### src/hw/adcc_defs.vh
// Constants for the converter controller: register map, fields, timing
//
// Summary of operation
// - Eight channels, twelve-bit result per conversion
// - Single or continuous, software or pin start
// - Timer overflow starts conversion when enabled
// - Low convert pin starts conversion when enabled
// - Streaming mode converts continuously into external memory
// - Factory calibration loaded automatically at power-up
// - Offset and gain registers, software overwritable
// - Temperature reference selectable as ninth input
// - Straight binary coding, step is full scale/4096
// - Result in high/low, channel in top nibble
// - Mode bits pick down, normal, down-idle, standby-idle
// - Down turns all off; standby keeps reference
// - Clock divide 1, 2, 4 or 8
// - Conversion takes seventeen converter clocks
// - Acquisition lasts 1, 2, 4 or 8 clocks
// - Timing and mode register resets to 20h
// - Configuration reachable through function register interface
// - Done flag set on single or block end
// - Done flag cleared when interrupt is vectored
// - Continuous bit restarts after each completion
// - Channel taken from select bits at start
`ifndef ADCC_DEFS_VH
`define ADCC_DEFS_VH

`define ADCC_ADDR_TMC     8'hef
`define ADCC_ADDR_CTL     8'hd8
`define ADCC_ADDR_RESH    8'hda
`define ADCC_ADDR_RESL    8'hd9
`define ADCC_ADDR_OFFS    8'hf1
`define ADCC_ADDR_GAIN    8'hf2

`define ADCC_TMC_RESET    8'h20
`define ADCC_CTL_RESET    8'h00

`define ADCC_TMC_MODE_HI  7
`define ADCC_TMC_MODE_LO  6
`define ADCC_TMC_DIV_HI   5
`define ADCC_TMC_DIV_LO   4
`define ADCC_TMC_ACQ_HI   3
`define ADCC_TMC_ACQ_LO   2
`define ADCC_TMC_TIMER    1
`define ADCC_TMC_PIN      0

`define ADCC_CTL_DONE     7
`define ADCC_CTL_STREAM   6
`define ADCC_CTL_CONT     5
`define ADCC_CTL_SINGLE   4

`define ADCC_MODE_DOWN    2'h0
`define ADCC_MODE_NORMAL  2'h1
`define ADCC_MODE_DOWNIDL 2'h2
`define ADCC_MODE_STBYIDL 2'h3

`define ADCC_CONV_CLKS    5'h11
`define ADCC_PWRUP_CLKS   4'h2
`define ADCC_ADDR_LAST    24'hffffff

`endif

### src/hw/adcc_ctrl.v
// Converter conversion controller with its sample FIFO
`timescale 1ns/1ns
`default_nettype none
`include "adcc_defs.vh"

// ----------------------------------------
// Sample FIFO
// ----------------------------------------
module adcc_fifo #(
    parameter WIDTH = 16,
    parameter DEPTH = 8,
    parameter AW    = 3
) (
    input  wire             clk_sys,
    input  wire             nrst,
    input  wire             in_valid,
    output wire             in_ready,
    input  wire [WIDTH-1:0] in_data,
    output wire             out_valid,
    input  wire             out_ready,
    output wire [WIDTH-1:0] out_data
);
    reg [WIDTH-1:0] mem [0:DEPTH-1];
    reg [AW-1:0]    wr_ptr;
    reg [AW-1:0]    rd_ptr;
    reg [AW:0]      count;
    wire            push;
    wire            pop;
    assign in_ready  = (count != DEPTH[AW:0]);
    assign out_valid = (count != {(AW+1){1'b0}});
    assign out_data  = mem[rd_ptr];
    assign push      = in_valid & in_ready;
    assign pop       = out_valid & out_ready;
    always @(posedge clk_sys)
    begin
        if (push)
            mem[wr_ptr] <= in_data;
    end
    always @(posedge clk_sys or negedge nrst)
    begin
        if (!nrst)
        begin
            wr_ptr <= {AW{1'b0}};
            rd_ptr <= {AW{1'b0}};
            count  <= {(AW+1){1'b0}};
        end
        else
        begin
            if (push)
                wr_ptr <= wr_ptr + 1'b1;
            if (pop)
                rd_ptr <= rd_ptr + 1'b1;
            if (push & ~pop)
                count <= count + 1'b1;
            else if (pop & ~push)
                count <= count - 1'b1;
        end
    end
endmodule // adcc_fifo

// ----------------------------------------
// Controller
// ----------------------------------------
module adcc_ctrl (
    input  wire        clk_sys,
    input  wire        nrst,
    input  wire [7:0]  sfr_addr,
    input  wire        sfr_wr,
    input  wire [7:0]  sfr_wdata,
    output reg  [7:0]  sfr_rdata,
    input  wire        irq_ack,
    output wire        irq_req,
    input  wire        timer_overflow,
    input  wire        external_convert_start_n,
    input  wire [7:0]  factory_offset,
    input  wire [7:0]  factory_gain,
    output reg         core_power_on,
    output reg         core_ref_on,
    output reg         core_clk_tick,
    output reg         core_track,
    output reg         core_convert,
    output reg  [3:0]  core_mux_sel,
    output reg  [7:0]  core_cal_offset,
    output reg  [7:0]  core_cal_gain,
    input  wire [11:0] core_result,
    output wire        mem_valid,
    input  wire        mem_ready,
    output wire [15:0] mem_data,
    output reg  [23:0] mem_addr
);
    localparam [3:0] S_IDLE = 4'h1;
    localparam [3:0] S_PWR  = 4'h2;
    localparam [3:0] S_ACQ  = 4'h4;
    localparam [3:0] S_CONV = 4'h8;
    reg  [7:0]  adc_timing_mode_control;
    reg         conversion_done_flag;
    reg         stream_mode_bit;
    reg         continuous_convert_bit;
    reg         single_convert_bit;
    reg  [3:0]  channel_select_field;
    reg  [11:0] result_word;
    reg  [3:0]  result_chan;
    reg         cal_load_pending;
    reg  [3:0]  state;
    reg  [3:0]  next_state;
    reg  [2:0]  div_cnt;
    reg  [4:0]  tick_cnt;
    reg         pin_s1;
    reg         pin_s2;
    reg         pin_s3;
    reg         pin_level;
    reg         finish;
    wire [1:0]  power_mode;
    wire [2:0]  div_last;
    wire [4:0]  acq_clks;
    wire        pin_fall;
    wire        trigger;
    wire        fifo_ready;
    wire        stream_wrap;

    assign power_mode = adc_timing_mode_control[`ADCC_TMC_MODE_HI:`ADCC_TMC_MODE_LO];
    assign div_last = (3'h1 << {adc_timing_mode_control[`ADCC_TMC_DIV_HI],
                                adc_timing_mode_control[`ADCC_TMC_DIV_LO]}) - 3'h1;
    assign acq_clks = {1'b0, 4'h1 << {adc_timing_mode_control[`ADCC_TMC_ACQ_HI],
                                      adc_timing_mode_control[`ADCC_TMC_ACQ_LO]}};
    assign irq_req = conversion_done_flag;
    assign stream_wrap = stream_mode_bit & mem_valid & mem_ready & (mem_addr == `ADCC_ADDR_LAST);

    // ----------------------------------------
    // Convert pin: three stages, change accepted when stages two and three agree
    // ----------------------------------------
    always @(posedge clk_sys or negedge nrst)
    begin
        if (!nrst)
        begin
            pin_s1    <= 1'b1;
            pin_s2    <= 1'b1;
            pin_s3    <= 1'b1;
            pin_level <= 1'b1;
        end
        else
        begin
            pin_s1 <= external_convert_start_n;
            pin_s2 <= pin_s1;
            pin_s3 <= pin_s2;
            if (pin_s2 == pin_s3)
                pin_level <= pin_s3;
        end
    end

    // One start per low pulse, so a held-low pin does not retrigger
    assign pin_fall = pin_level & ~pin_s3 & ~pin_s2;
    // Triggers are only looked at while idle; a full FIFO stalls streaming
    assign trigger = (state == S_IDLE) && (power_mode != `ADCC_MODE_DOWN) && fifo_ready &&
                     (single_convert_bit || continuous_convert_bit || stream_mode_bit ||
                      (adc_timing_mode_control[`ADCC_TMC_TIMER] && timer_overflow) ||
                      (adc_timing_mode_control[`ADCC_TMC_PIN] && pin_fall));

    // ----------------------------------------
    // Sequencer
    // ----------------------------------------
    always @*
    begin
        next_state = state;
        finish     = 1'b0;
        case (state)
            S_IDLE:
                if (trigger)
                    next_state = (power_mode == `ADCC_MODE_NORMAL) ? S_ACQ : S_PWR;
            S_PWR:
                if (core_clk_tick && tick_cnt == {1'b0, `ADCC_PWRUP_CLKS} - 5'h1)
                    next_state = S_ACQ;
            S_ACQ:
                if (core_clk_tick && tick_cnt == acq_clks - 5'h1)
                    next_state = S_CONV;
            S_CONV:
                if (core_clk_tick && tick_cnt == `ADCC_CONV_CLKS - 5'h1)
                begin
                    next_state = S_IDLE;
                    finish     = 1'b1;
                end
            default:
                next_state = S_IDLE;
        endcase
    end

    always @(posedge clk_sys or negedge nrst)
    begin
        if (!nrst)
        begin
            state         <= S_IDLE;
            div_cnt       <= 3'h0;
            tick_cnt      <= 5'h0;
            core_clk_tick <= 1'b0;
            core_mux_sel  <= 4'h0;
            result_word   <= 12'h000;
            result_chan   <= 4'h0;
        end
        else
        begin
            state <= next_state;
            if (state == S_IDLE || div_cnt >= div_last)
                div_cnt <= 3'h0;
            else
                div_cnt <= div_cnt + 3'h1;
            core_clk_tick <= (state != S_IDLE) && (div_cnt >= div_last);
            if (next_state != state)
                tick_cnt <= 5'h0;
            else if (core_clk_tick)
                tick_cnt <= tick_cnt + 5'h1;
            if (trigger)
                core_mux_sel <= channel_select_field;
            if (finish)
            begin
                result_word <= core_result;
                result_chan <= core_mux_sel;
            end
        end
    end

    // ----------------------------------------
    // Power and core strobes
    // ----------------------------------------
    always @(posedge clk_sys or negedge nrst)
    begin
        if (!nrst)
        begin
            core_power_on <= 1'b0;
            core_ref_on   <= 1'b0;
            core_track    <= 1'b0;
            core_convert  <= 1'b0;
        end
        else
        begin
            core_power_on <= (power_mode == `ADCC_MODE_NORMAL) || (next_state != S_IDLE);
            core_ref_on   <= (power_mode == `ADCC_MODE_NORMAL) ||
                             (power_mode == `ADCC_MODE_STBYIDL) || (next_state != S_IDLE);
            core_track    <= (next_state == S_ACQ);
            core_convert  <= (next_state == S_CONV);
        end
    end

    // ----------------------------------------
    // Function registers
    // ----------------------------------------
    always @(posedge clk_sys or negedge nrst)
    begin
        if (!nrst)
        begin
            adc_timing_mode_control <= `ADCC_TMC_RESET;
            conversion_done_flag    <= 1'b0;
            stream_mode_bit         <= 1'b0;
            continuous_convert_bit  <= 1'b0;
            single_convert_bit      <= 1'b0;
            channel_select_field    <= 4'h0;
            core_cal_offset         <= 8'h00;
            core_cal_gain           <= 8'h00;
            cal_load_pending        <= 1'b1;
        end
        else
        begin
            // Factory values are sampled on the first edge after reset release
            if (cal_load_pending)
            begin
                core_cal_offset  <= factory_offset;
                core_cal_gain    <= factory_gain;
                cal_load_pending <= 1'b0;
            end
            else if (sfr_wr && sfr_addr == `ADCC_ADDR_OFFS)
                core_cal_offset <= sfr_wdata;
            else if (sfr_wr && sfr_addr == `ADCC_ADDR_GAIN)
                core_cal_gain <= sfr_wdata;
            if (sfr_wr && sfr_addr == `ADCC_ADDR_TMC)
                adc_timing_mode_control <= sfr_wdata;
            if (sfr_wr && sfr_addr == `ADCC_ADDR_CTL)
            begin
                stream_mode_bit        <= sfr_wdata[`ADCC_CTL_STREAM];
                continuous_convert_bit <= sfr_wdata[`ADCC_CTL_CONT];
                channel_select_field   <= sfr_wdata[3:0];
            end
            else if (stream_wrap)
                stream_mode_bit <= 1'b0;
            // Completion clears the start bit even against a same-cycle rewrite
            if (finish)
                single_convert_bit <= 1'b0;
            else if (sfr_wr && sfr_addr == `ADCC_ADDR_CTL)
                single_convert_bit <= sfr_wdata[`ADCC_CTL_SINGLE];
            // Hardware set beats a same-cycle clear
            if ((finish && !stream_mode_bit) || stream_wrap)
                conversion_done_flag <= 1'b1;
            else if (irq_ack)
                conversion_done_flag <= 1'b0;
            else if (sfr_wr && sfr_addr == `ADCC_ADDR_CTL)
                conversion_done_flag <= sfr_wdata[`ADCC_CTL_DONE];
        end
    end
    always @(posedge clk_sys or negedge nrst)
    begin
        if (!nrst)
            sfr_rdata <= 8'h00;
        else
            case (sfr_addr)
                `ADCC_ADDR_TMC:  sfr_rdata <= adc_timing_mode_control;
                `ADCC_ADDR_CTL:  sfr_rdata <= {conversion_done_flag, stream_mode_bit,
                                               continuous_convert_bit, single_convert_bit,
                                               channel_select_field};
                `ADCC_ADDR_RESH: sfr_rdata <= {result_chan, result_word[11:8]};
                `ADCC_ADDR_RESL: sfr_rdata <= result_word[7:0];
                `ADCC_ADDR_OFFS: sfr_rdata <= core_cal_offset;
                `ADCC_ADDR_GAIN: sfr_rdata <= core_cal_gain;
                default:         sfr_rdata <= 8'h00;
            endcase
    end

    // ----------------------------------------
    // Streaming path to external memory
    // ----------------------------------------
    always @(posedge clk_sys or negedge nrst)
    begin
        if (!nrst)
            mem_addr <= 24'h000000;
        else if (sfr_wr && sfr_addr == `ADCC_ADDR_CTL && sfr_wdata[`ADCC_CTL_STREAM] &&
                 !stream_mode_bit)
            mem_addr <= 24'h000000;
        else if (mem_valid && mem_ready)
            mem_addr <= mem_addr + 24'h000001;
    end
    adcc_fifo #(.WIDTH(16), .DEPTH(8), .AW(3)) u_fifo (
        .clk_sys   (clk_sys),
        .nrst      (nrst),
        .in_valid  (finish & stream_mode_bit),
        .in_ready  (fifo_ready),
        .in_data   ({core_mux_sel, core_result}),
        .out_valid (mem_valid),
        .out_ready (mem_ready),
        .out_data  (mem_data)
    );
endmodule // adcc_ctrl
`default_nettype wire

### config.mk
export PLATFORM = sky130hd
export DESIGN_NAME = adcc_ctrl
export DESIGN_NICKNAME = d
export VERILOG_FILES = /design/src/hw/adcc_ctrl.v
export VERILOG_INCLUDE_DIRS = /design/src /design/src/hw
export SDC_FILE = /design/constraint.sdc
export NUM_CORES = 1
export LEC_CHECK = 0
export ABC_CLOCK_PERIOD_IN_PS = 3630
export CAP_MARGIN = 20
export CORE_UTILIZATION = 37
export CTS_CLUSTER_SIZE = 14
export DETAILED_ROUTE_END_ITERATION = 12
export DONT_BUFFER_PORTS = 1
export HOLD_SLACK_MARGIN = 0.1
export SYNTH_ARGS = -nofsm -noshare
export SYNTH_HDL_FRONTEND = slang
export SYNTH_SLANG_ARGS = --single-unit
### constraint.sdc
create_clock -name clk_sys -period 3.63 [get_ports clk_sys]
set_input_delay 0.726 -clock clk_sys [delete_from_list [all_inputs] [get_ports clk_sys]]
set_output_delay 0.726 -clock clk_sys [all_outputs]
set_load 0.03 [all_outputs]
## After elaboration in Yosys (flattened, before gate mapping)

Memories as Yosys holds them, arrays and structs flattened.
Index checks and enable logic that the tools add are counted.

| cells by class | value |
|---|---|
| $lt $le $gt $ge | 1 |
| shifts and indexed selects | 2 |
| bitwise gates (word level) | 14 |
| reduce and logical (&&, ||, !) cells | 38 |
| muxes and demuxes | 30 |
| add/sub/neg operators | 9 |
| equal/unequal tests | 24 |

Operators by type and width:

| cell | number |
|---|---|
| equality test 8 bit (second input constant) | 6 |
| two-way mux 24 bit | 2 |
| one-hot mux 8 bit (6 select lines) | 1 |
| two-way mux 8 bit | 5 |
| adder 24 x 1 -> 24 bit (second input constant) | 1 |
| equality test 24 bit (second input constant) | 1 |
| two-way mux 4 bit | 6 |
| logical AND 1 bit | 17 |
| one-hot mux 4 bit (4 select lines) | 1 |
| nonzero test 2 bit | 8 |
| two-way mux 1 bit | 11 |
| AND 1 bit | 10 |
| two-way mux 5 bit | 2 |
| adder 3 x 1 -> 3 bit (second input constant) | 3 |
| logical OR 1 bit | 9 |
| equality test 4 x 3 -> 1 bit (second input constant) | 2 |
| equality test 4 bit (second input constant) | 2 |
| != test 4 x 1 -> 1 bit (second input constant) | 2 |
| two-way mux 3 bit | 2 |
| adder 5 x 1 -> 5 bit (second input constant) | 1 |
| equality test 5 x 1 -> 1 bit (second input constant) | 1 |
| equality test 5 bit | 1 |
| equality test 5 bit (second input constant) | 1 |
| subtractor 4 x 1 -> 5 bit (second input constant) | 1 |
| 19 further kinds | 22 |

| word-level totals | value |
|---|---|
| logic and storage cells | 148 |
| memories kept | 1 |
| bits in writable memories | 128 |
| output and inout bits | 75 |
| bits of input ports | 51 |
| register bits | 116 |

Memories:

| memory | words | bits a word | rd ports | clocked after Yosys merged registers in | wr ports | line | text |
|---|---|---|---|---|---|---|---|
| u_fifo.mem | 8 | 16 | 1 | 0 | 1 | adcc_ctrl.v:23 | `reg [WIDTH-1:0] mem [0:DEPTH-1];` |

## Logic depth before layout (Yosys ltp)

| logic depth | value |
|---|---|
| word-level depth | 10 |
| mapped depth | 15 |
| depth with buffers taken out | 13 |

## Hierarchy

Synthesis repeated with hierarchy kept, for this count alone.

| unflattened totals | value |
|---|---|
| cell total of the unflattened synthesis | 706 |
| area, all modules | 10918.0 µm² |

Modules (own cells, without submodules):

| module | seq. area each (µm²) | cells an instance | area each (µm²) | instances |
|---|---|---|---|---|
| adcc_fifo | 4093.9 | 248 | 5541.6 | 1 |
| adcc_ctrl | 2661.3 | 458 | 5376.4 | 1 |

## Worst setup path after synthesis

Ideal clock, no wire load.

| path | value |
|---|---|
| kind | register to register |
| start point | reg core_clk_tick |
| end point | reg u_fifo.count[3] |
| slack | 0.621 ns |
| path buffers | 3 |
| cell stages (with the launch flop) | 15 |
| clock period less this slack | 3.009 ns |
| data arrival time | 2.884 ns |
| setup time | 0.125 ns |
| cells stage by stage | dfrtp_1 > buf_4 > or3b_4 > nor3b_2 > buf_6 > and3_4 > buf_12 > ha_1 > inv_1 > ha_1 > a21o_1 > a21oi_1 > xnor2_1 > nor2_1 > xor2_1 |

| between the ends | value |
|---|---|
| cells in the longest elaborated chain, start to end | 8 |
| elaborated cells on any way between the ends | 10 |
| those cells by class | mux (3); bitwise (5); reduce/logical (2) |

RTL lines:

| element | line | text |
|---|---|---|
| from (decl) | adcc_ctrl.v:79 | `output reg core_clk_tick,` |
| from (signal assigned) | adcc_ctrl.v:206 | `core_clk_tick <= (state != S_IDLE) && (div_cnt >= div_last);` |
| logical AND 1 bit * | adcc_ctrl.v:177 | `` if (core_clk_tick && tick_cnt == `ADCC_CONV_CLKS - 5'h1) `` |
| two-way mux 1 bit * | adcc_ctrl.v:177 |  |
| two-way mux 1 bit * | adcc_ctrl.v:166 | `case (state)` |
| AND 1 bit * | adcc_ctrl.v:331 | `.in_valid (finish & stream_mode_bit),` |
| AND 1 bit * | adcc_ctrl.v:32 | `assign push = in_valid & in_ready;` |
| named net u_fifo.push | adcc_ctrl.v:27 | `wire push;` |
| inverter 1 bit | adcc_ctrl.v:55 | `else if (pop & ~push)` |
| AND 1 bit | adcc_ctrl.v:55 |  |
| nonzero test 2 bit (no source line) | n/a |  |
| to (signal assigned) | adcc_ctrl.v:45 | `count <= {(AW+1){1'b0}};` |
| to (signal assigned) | adcc_ctrl.v:54 | `count <= count + 1'b1;` |
| to (signal assigned) | adcc_ctrl.v:56 | `count <= count - 1'b1;` |
| to (decl) | adcc_ctrl.v:26 | `reg [AW:0] count;` |

Mark *: on every way through the listed nets, which the timed path passes. The rest lies on a longest branch.
A chain may end at the register's enable or synchronous reset.

## Final worst setup path

| path | value |
|---|---|
| start point | reg u_fifo.rd_ptr[0] |
| end point | out mem_data[11] |

| between the ends | value |
|---|---|
| cells in the longest elaborated chain, start to end | 1 |

RTL lines:

| element | line | text |
|---|---|---|
| from (decl) | adcc_ctrl.v:25 | `reg [AW-1:0] rd_ptr;` |
| from (signal assigned) | adcc_ctrl.v:44 | `rd_ptr <= {AW{1'b0}};` |
| from (signal assigned) | adcc_ctrl.v:52 | `rd_ptr <= rd_ptr + 1'b1;` |
| memory (8 x 16 bit) | n/a |  |
| to (decl) | adcc_ctrl.v:88 | `output wire [15:0] mem_data,` |

No other way between the ends.

==> impl_metrics.tcl <==
set metrics [dict create \
    fp-row-count 61 \
    ys_warn_count 0 \
    port_buffers 0 \
    ir_drop_uv 301.6 \
    hold_viol 0 \
    gp_congestion 0.7823 \
    crit_type "flip-flop to output pin" \
    wl_mm 23.57 \
    cts_max_level 1 \
    area_delta_synth_final_pct 13.04 \
    n_fill_cell 2539 \
    vias_per_cell 5.357 \
    dp_cells 1056 \
    slew_headroom_pct 38.43 \
    synth_edf_count 128 \
    grt-ovfl-total 0 \
    grt_pass1_wl_mm 36.94 \
    wl_per_cell_um 21.28 \
    grt_max_degree 117 \
    clk_latency_ps 530 \
    synthFlopType "edfxtp_1" \
    dr.pass1.iters 4 \
    netlist_area_um2 10580 \
    layout.nets 774 \
    grtUsageTotal_pct 16.65 \
    postSynthCellCount 697 \
    cts-root-buf "clkbuf_16" \
    multiInputGateArea_um2 3605 \
    fin_skew_ps 12.38 \
    power_density_nw_per_um2 499.7 \
    tightest_slew_ps 923.5 \
    crit_fanout 32 \
    crit_required_ps 2900 \
    fin_crit_sh_pct 79.01 \
    worst_setup_path_end_kind "output pin" \
    clkTransAtPathRegs_ps 60 \
    tritoncts "yes" \
    ff_latch_area_um2 6756 \
    critPathArrivalTime_ps 2140 \
    min_period_ps 2868 \
    cts.path.max_buffers 3 \
    avgSynthCellArea_um2 15.18 \
    leakagePower_nw 4.650 \
    fp.dieW_um 171.1 \
    remaining_drc_errors 0 \
    grt_pass1_vias 6457 \
    dpl.hpwl_mm 15.59 \
    ios 126 \
    synthArstFlopShare_pct 47.54 \
    r2r_end "u_fifo.count[3]$_DFFE_PN0P_" \
    status "completed" \
    finalMaxSlewViolations 0 \
    fin_cells 1108 \
    start_util_pct 37.89 \
    dr_total_vias 5936 \
    crit_path_start_kind "flip-flop" \
    fp.coreArea_um2 27930 \
    cap_violations 0 \
    antenna_found_initial 2 \
    die_h_um 171.1 \
    yosysUniqueCellTypes 74 \
    postRouteAntennaNets 0 \
    ff2ff_setup_slack_ps 790 \
    ys_seq_area_share_pct 63.83 \
    critPathLaunch "u_fifo.rd_ptr[0]$_DFFE_PN0P_" \
    slowest_stage "mux4_2" \
    die_area_um2 29290 \
    tns_ps 0 \
    ys_ff_latch 244 \
    reg2reg_depth 11 \
    rsz0062_at_grt "false" \
    numCtsBuffers 27 \
    first_iter_violations 343 \
    finalSetupViolCount 0 \
    synth_nets 763 \
    drive_gt1_share_pct 24.55 \
    min_path_type "input port to async pin" \
    r2r_start "state[1]$_DFF_PN0_" \
    clock.fmax_mhz 348.7 \
    worstPathCellList "buf_12 -> mux4_2 -> mux2_2" \
    cts_sinks 244 \
    slowest_delay_ps 550 \
    ctsResizeCount 0 \
]
## cells by family (layout without fill, tap and decap cells)
| logic type | Yosys count | after routing | share of synthesized area [%] |
|---|---|---|---|
| XOR/XNOR | 37 | 37 | 3.133 |
| AND/OR/NAND/NOR | 182 | 182 | 10.10 |
| adder cells (fa/ha/maj) | 16 | 16 | 1.939 |
| other | 1 | 2 | 0.03543 |
| buffers and inverters | 44 | 76 | 2.116 |
| AO/OA/AOI/OAI | 71 | 71 | 4.788 |
| multiplexers | 102 | 102 | 14.07 |
| flip-flops | 244 | 244 | 63.83 |
## report_power, final
group	internal (W)	leakage, nW	switching, W
logic	0.0000573	1.53	0.0000795
registers	0.00296	2.66	0.0000924
clock network	0.00169	0.467	0.00110
## cells in the mapped netlist, types with 12 or more instances
library cell    n  share of area, %
inv_1          12              0.43
nand3_1        12              0.57
o21ai_0        18              0.85
xnor2_1        17               1.4
nand2_1        47               1.7
nor2_1         34               1.2
dfrtp_1       109                26
mux4_2         32               6.8
nand4_1        14              0.83
xor2_1         19               1.6
clkbuf_1       14              0.50
ha_1           14               1.7
mux2i_1        19               1.8
mux2_2         50               5.3
edfxtp_1      128                36
## area by class of cell
class / instances / area share, %
Multi-Input combinational cell: 409 / 30.13
Clock inverter: 10 / 0.5334
Timing Repair Buffer: 14 / 1.150
Antenna cell: 1 / 0.02092
Clock buffer: 40 / 7.362
Sequential cell: 244 / 56.47
Inverter: 12 / 0.3765
Tap cell: 378 / 3.953
## routing by layer
metal  vias to the layer above  wire length [um]  GRT usage [%]
met5                         -                 0              0
met2                       211             11320          28.07
met3                        36              1823          4.210
li1                       2659                 -              -
met4                         0               565          5.241
met1                      3030              9860          20.92
## what timing repair did
item,4_1_cts,5_1_grt
buffers inserted,0,0
hold endpoints to repair,116,0
hold buffers,1,0
## worst max path at each step
stage | to | slack, ps | cells past startpoint
after detailed placement | u_fifo.count[3]$_DFFE_PN0P_ | 820 | 11
final | mem_data[11] | 760 | 3
after CTS | mem_data[3] | 700 | 3
after global placement | u_fifo.count[3]$_DFFE_PN0P_ | 860 | 11
after floorplan | u_fifo.count[3]$_DFFE_PN0P_ | 620 | 14
after global routing | u_fifo.count[3]$_DFFE_PN0P_ | 590 | 11
## stage by stage
step	total power [W]	utilization [%]	hold slack (ps)	cell area [um^2]	worst slack, ps
floorplan	0.003177	-	345.2	10580	621.1
global route	0.006179	42.83	166.0	11960	586.1
CTS	0.006049	42.82	167.7	11960	700.8
global placement	0.003202	39.34	351.3	10990	857.5
detailed placement	0.003214	39.34	348.4	10990	815.7
finish	0.005979	42.83	153.0	11960	761.8
## cells in the final DEF, fill, tap and decap left out, drive strengths merged, types with 4 or more instances in the layout
| master | n |
|---|---|
| o21ai | 22 |
| and4 | 5 |
| xnor2 | 18 |
| edfxtp | 128 |
| mux2i | 19 |
| and3 | 4 |
| a21oi | 7 |
| xor2 | 19 |
| nor4 | 10 |
| dfrtp | 109 |
| inv | 15 |
| and2 | 4 |
| nand2 | 52 |
| ha | 14 |
| buf | 14 |
| nor2 | 34 |
| a221oi | 8 |
| nor4b | 4 |
| mux2 | 51 |
| dfstp | 7 |
| mux4 | 32 |
| a22oi | 8 |
| clkinv | 5 |
| nor3 | 9 |
| nand3 | 12 |
| a22o | 8 |
| nand2b | 10 |
| nand4 | 15 |
| clkbuf | 40 |
| nor3b | 4 |
## worst max-delay path: cells and delay by family, from the launching register on
family	cells	cell delay, ps
muxes	2	920
DFF	1	400
buffers and inverters	1	270
## state kept, by name, summed over array words and instances (netlist names), 3 cells and up
signal / count
u_fifo.mem: 128
mem_addr: 24
result_word: 12
adc_timing_mode_control: 8
core_cal_gain: 8
core_cal_offset: 8
sfr_rdata: 8
tick_cnt: 5
channel_select_field: 4
core_mux_sel: 4
result_chan: 4
state: 4
u_fifo.count: 4
div_cnt: 3
u_fifo.rd_ptr: 3
u_fifo.wr_ptr: 3
No activity file was read; power rests on OpenSTA's default activity.
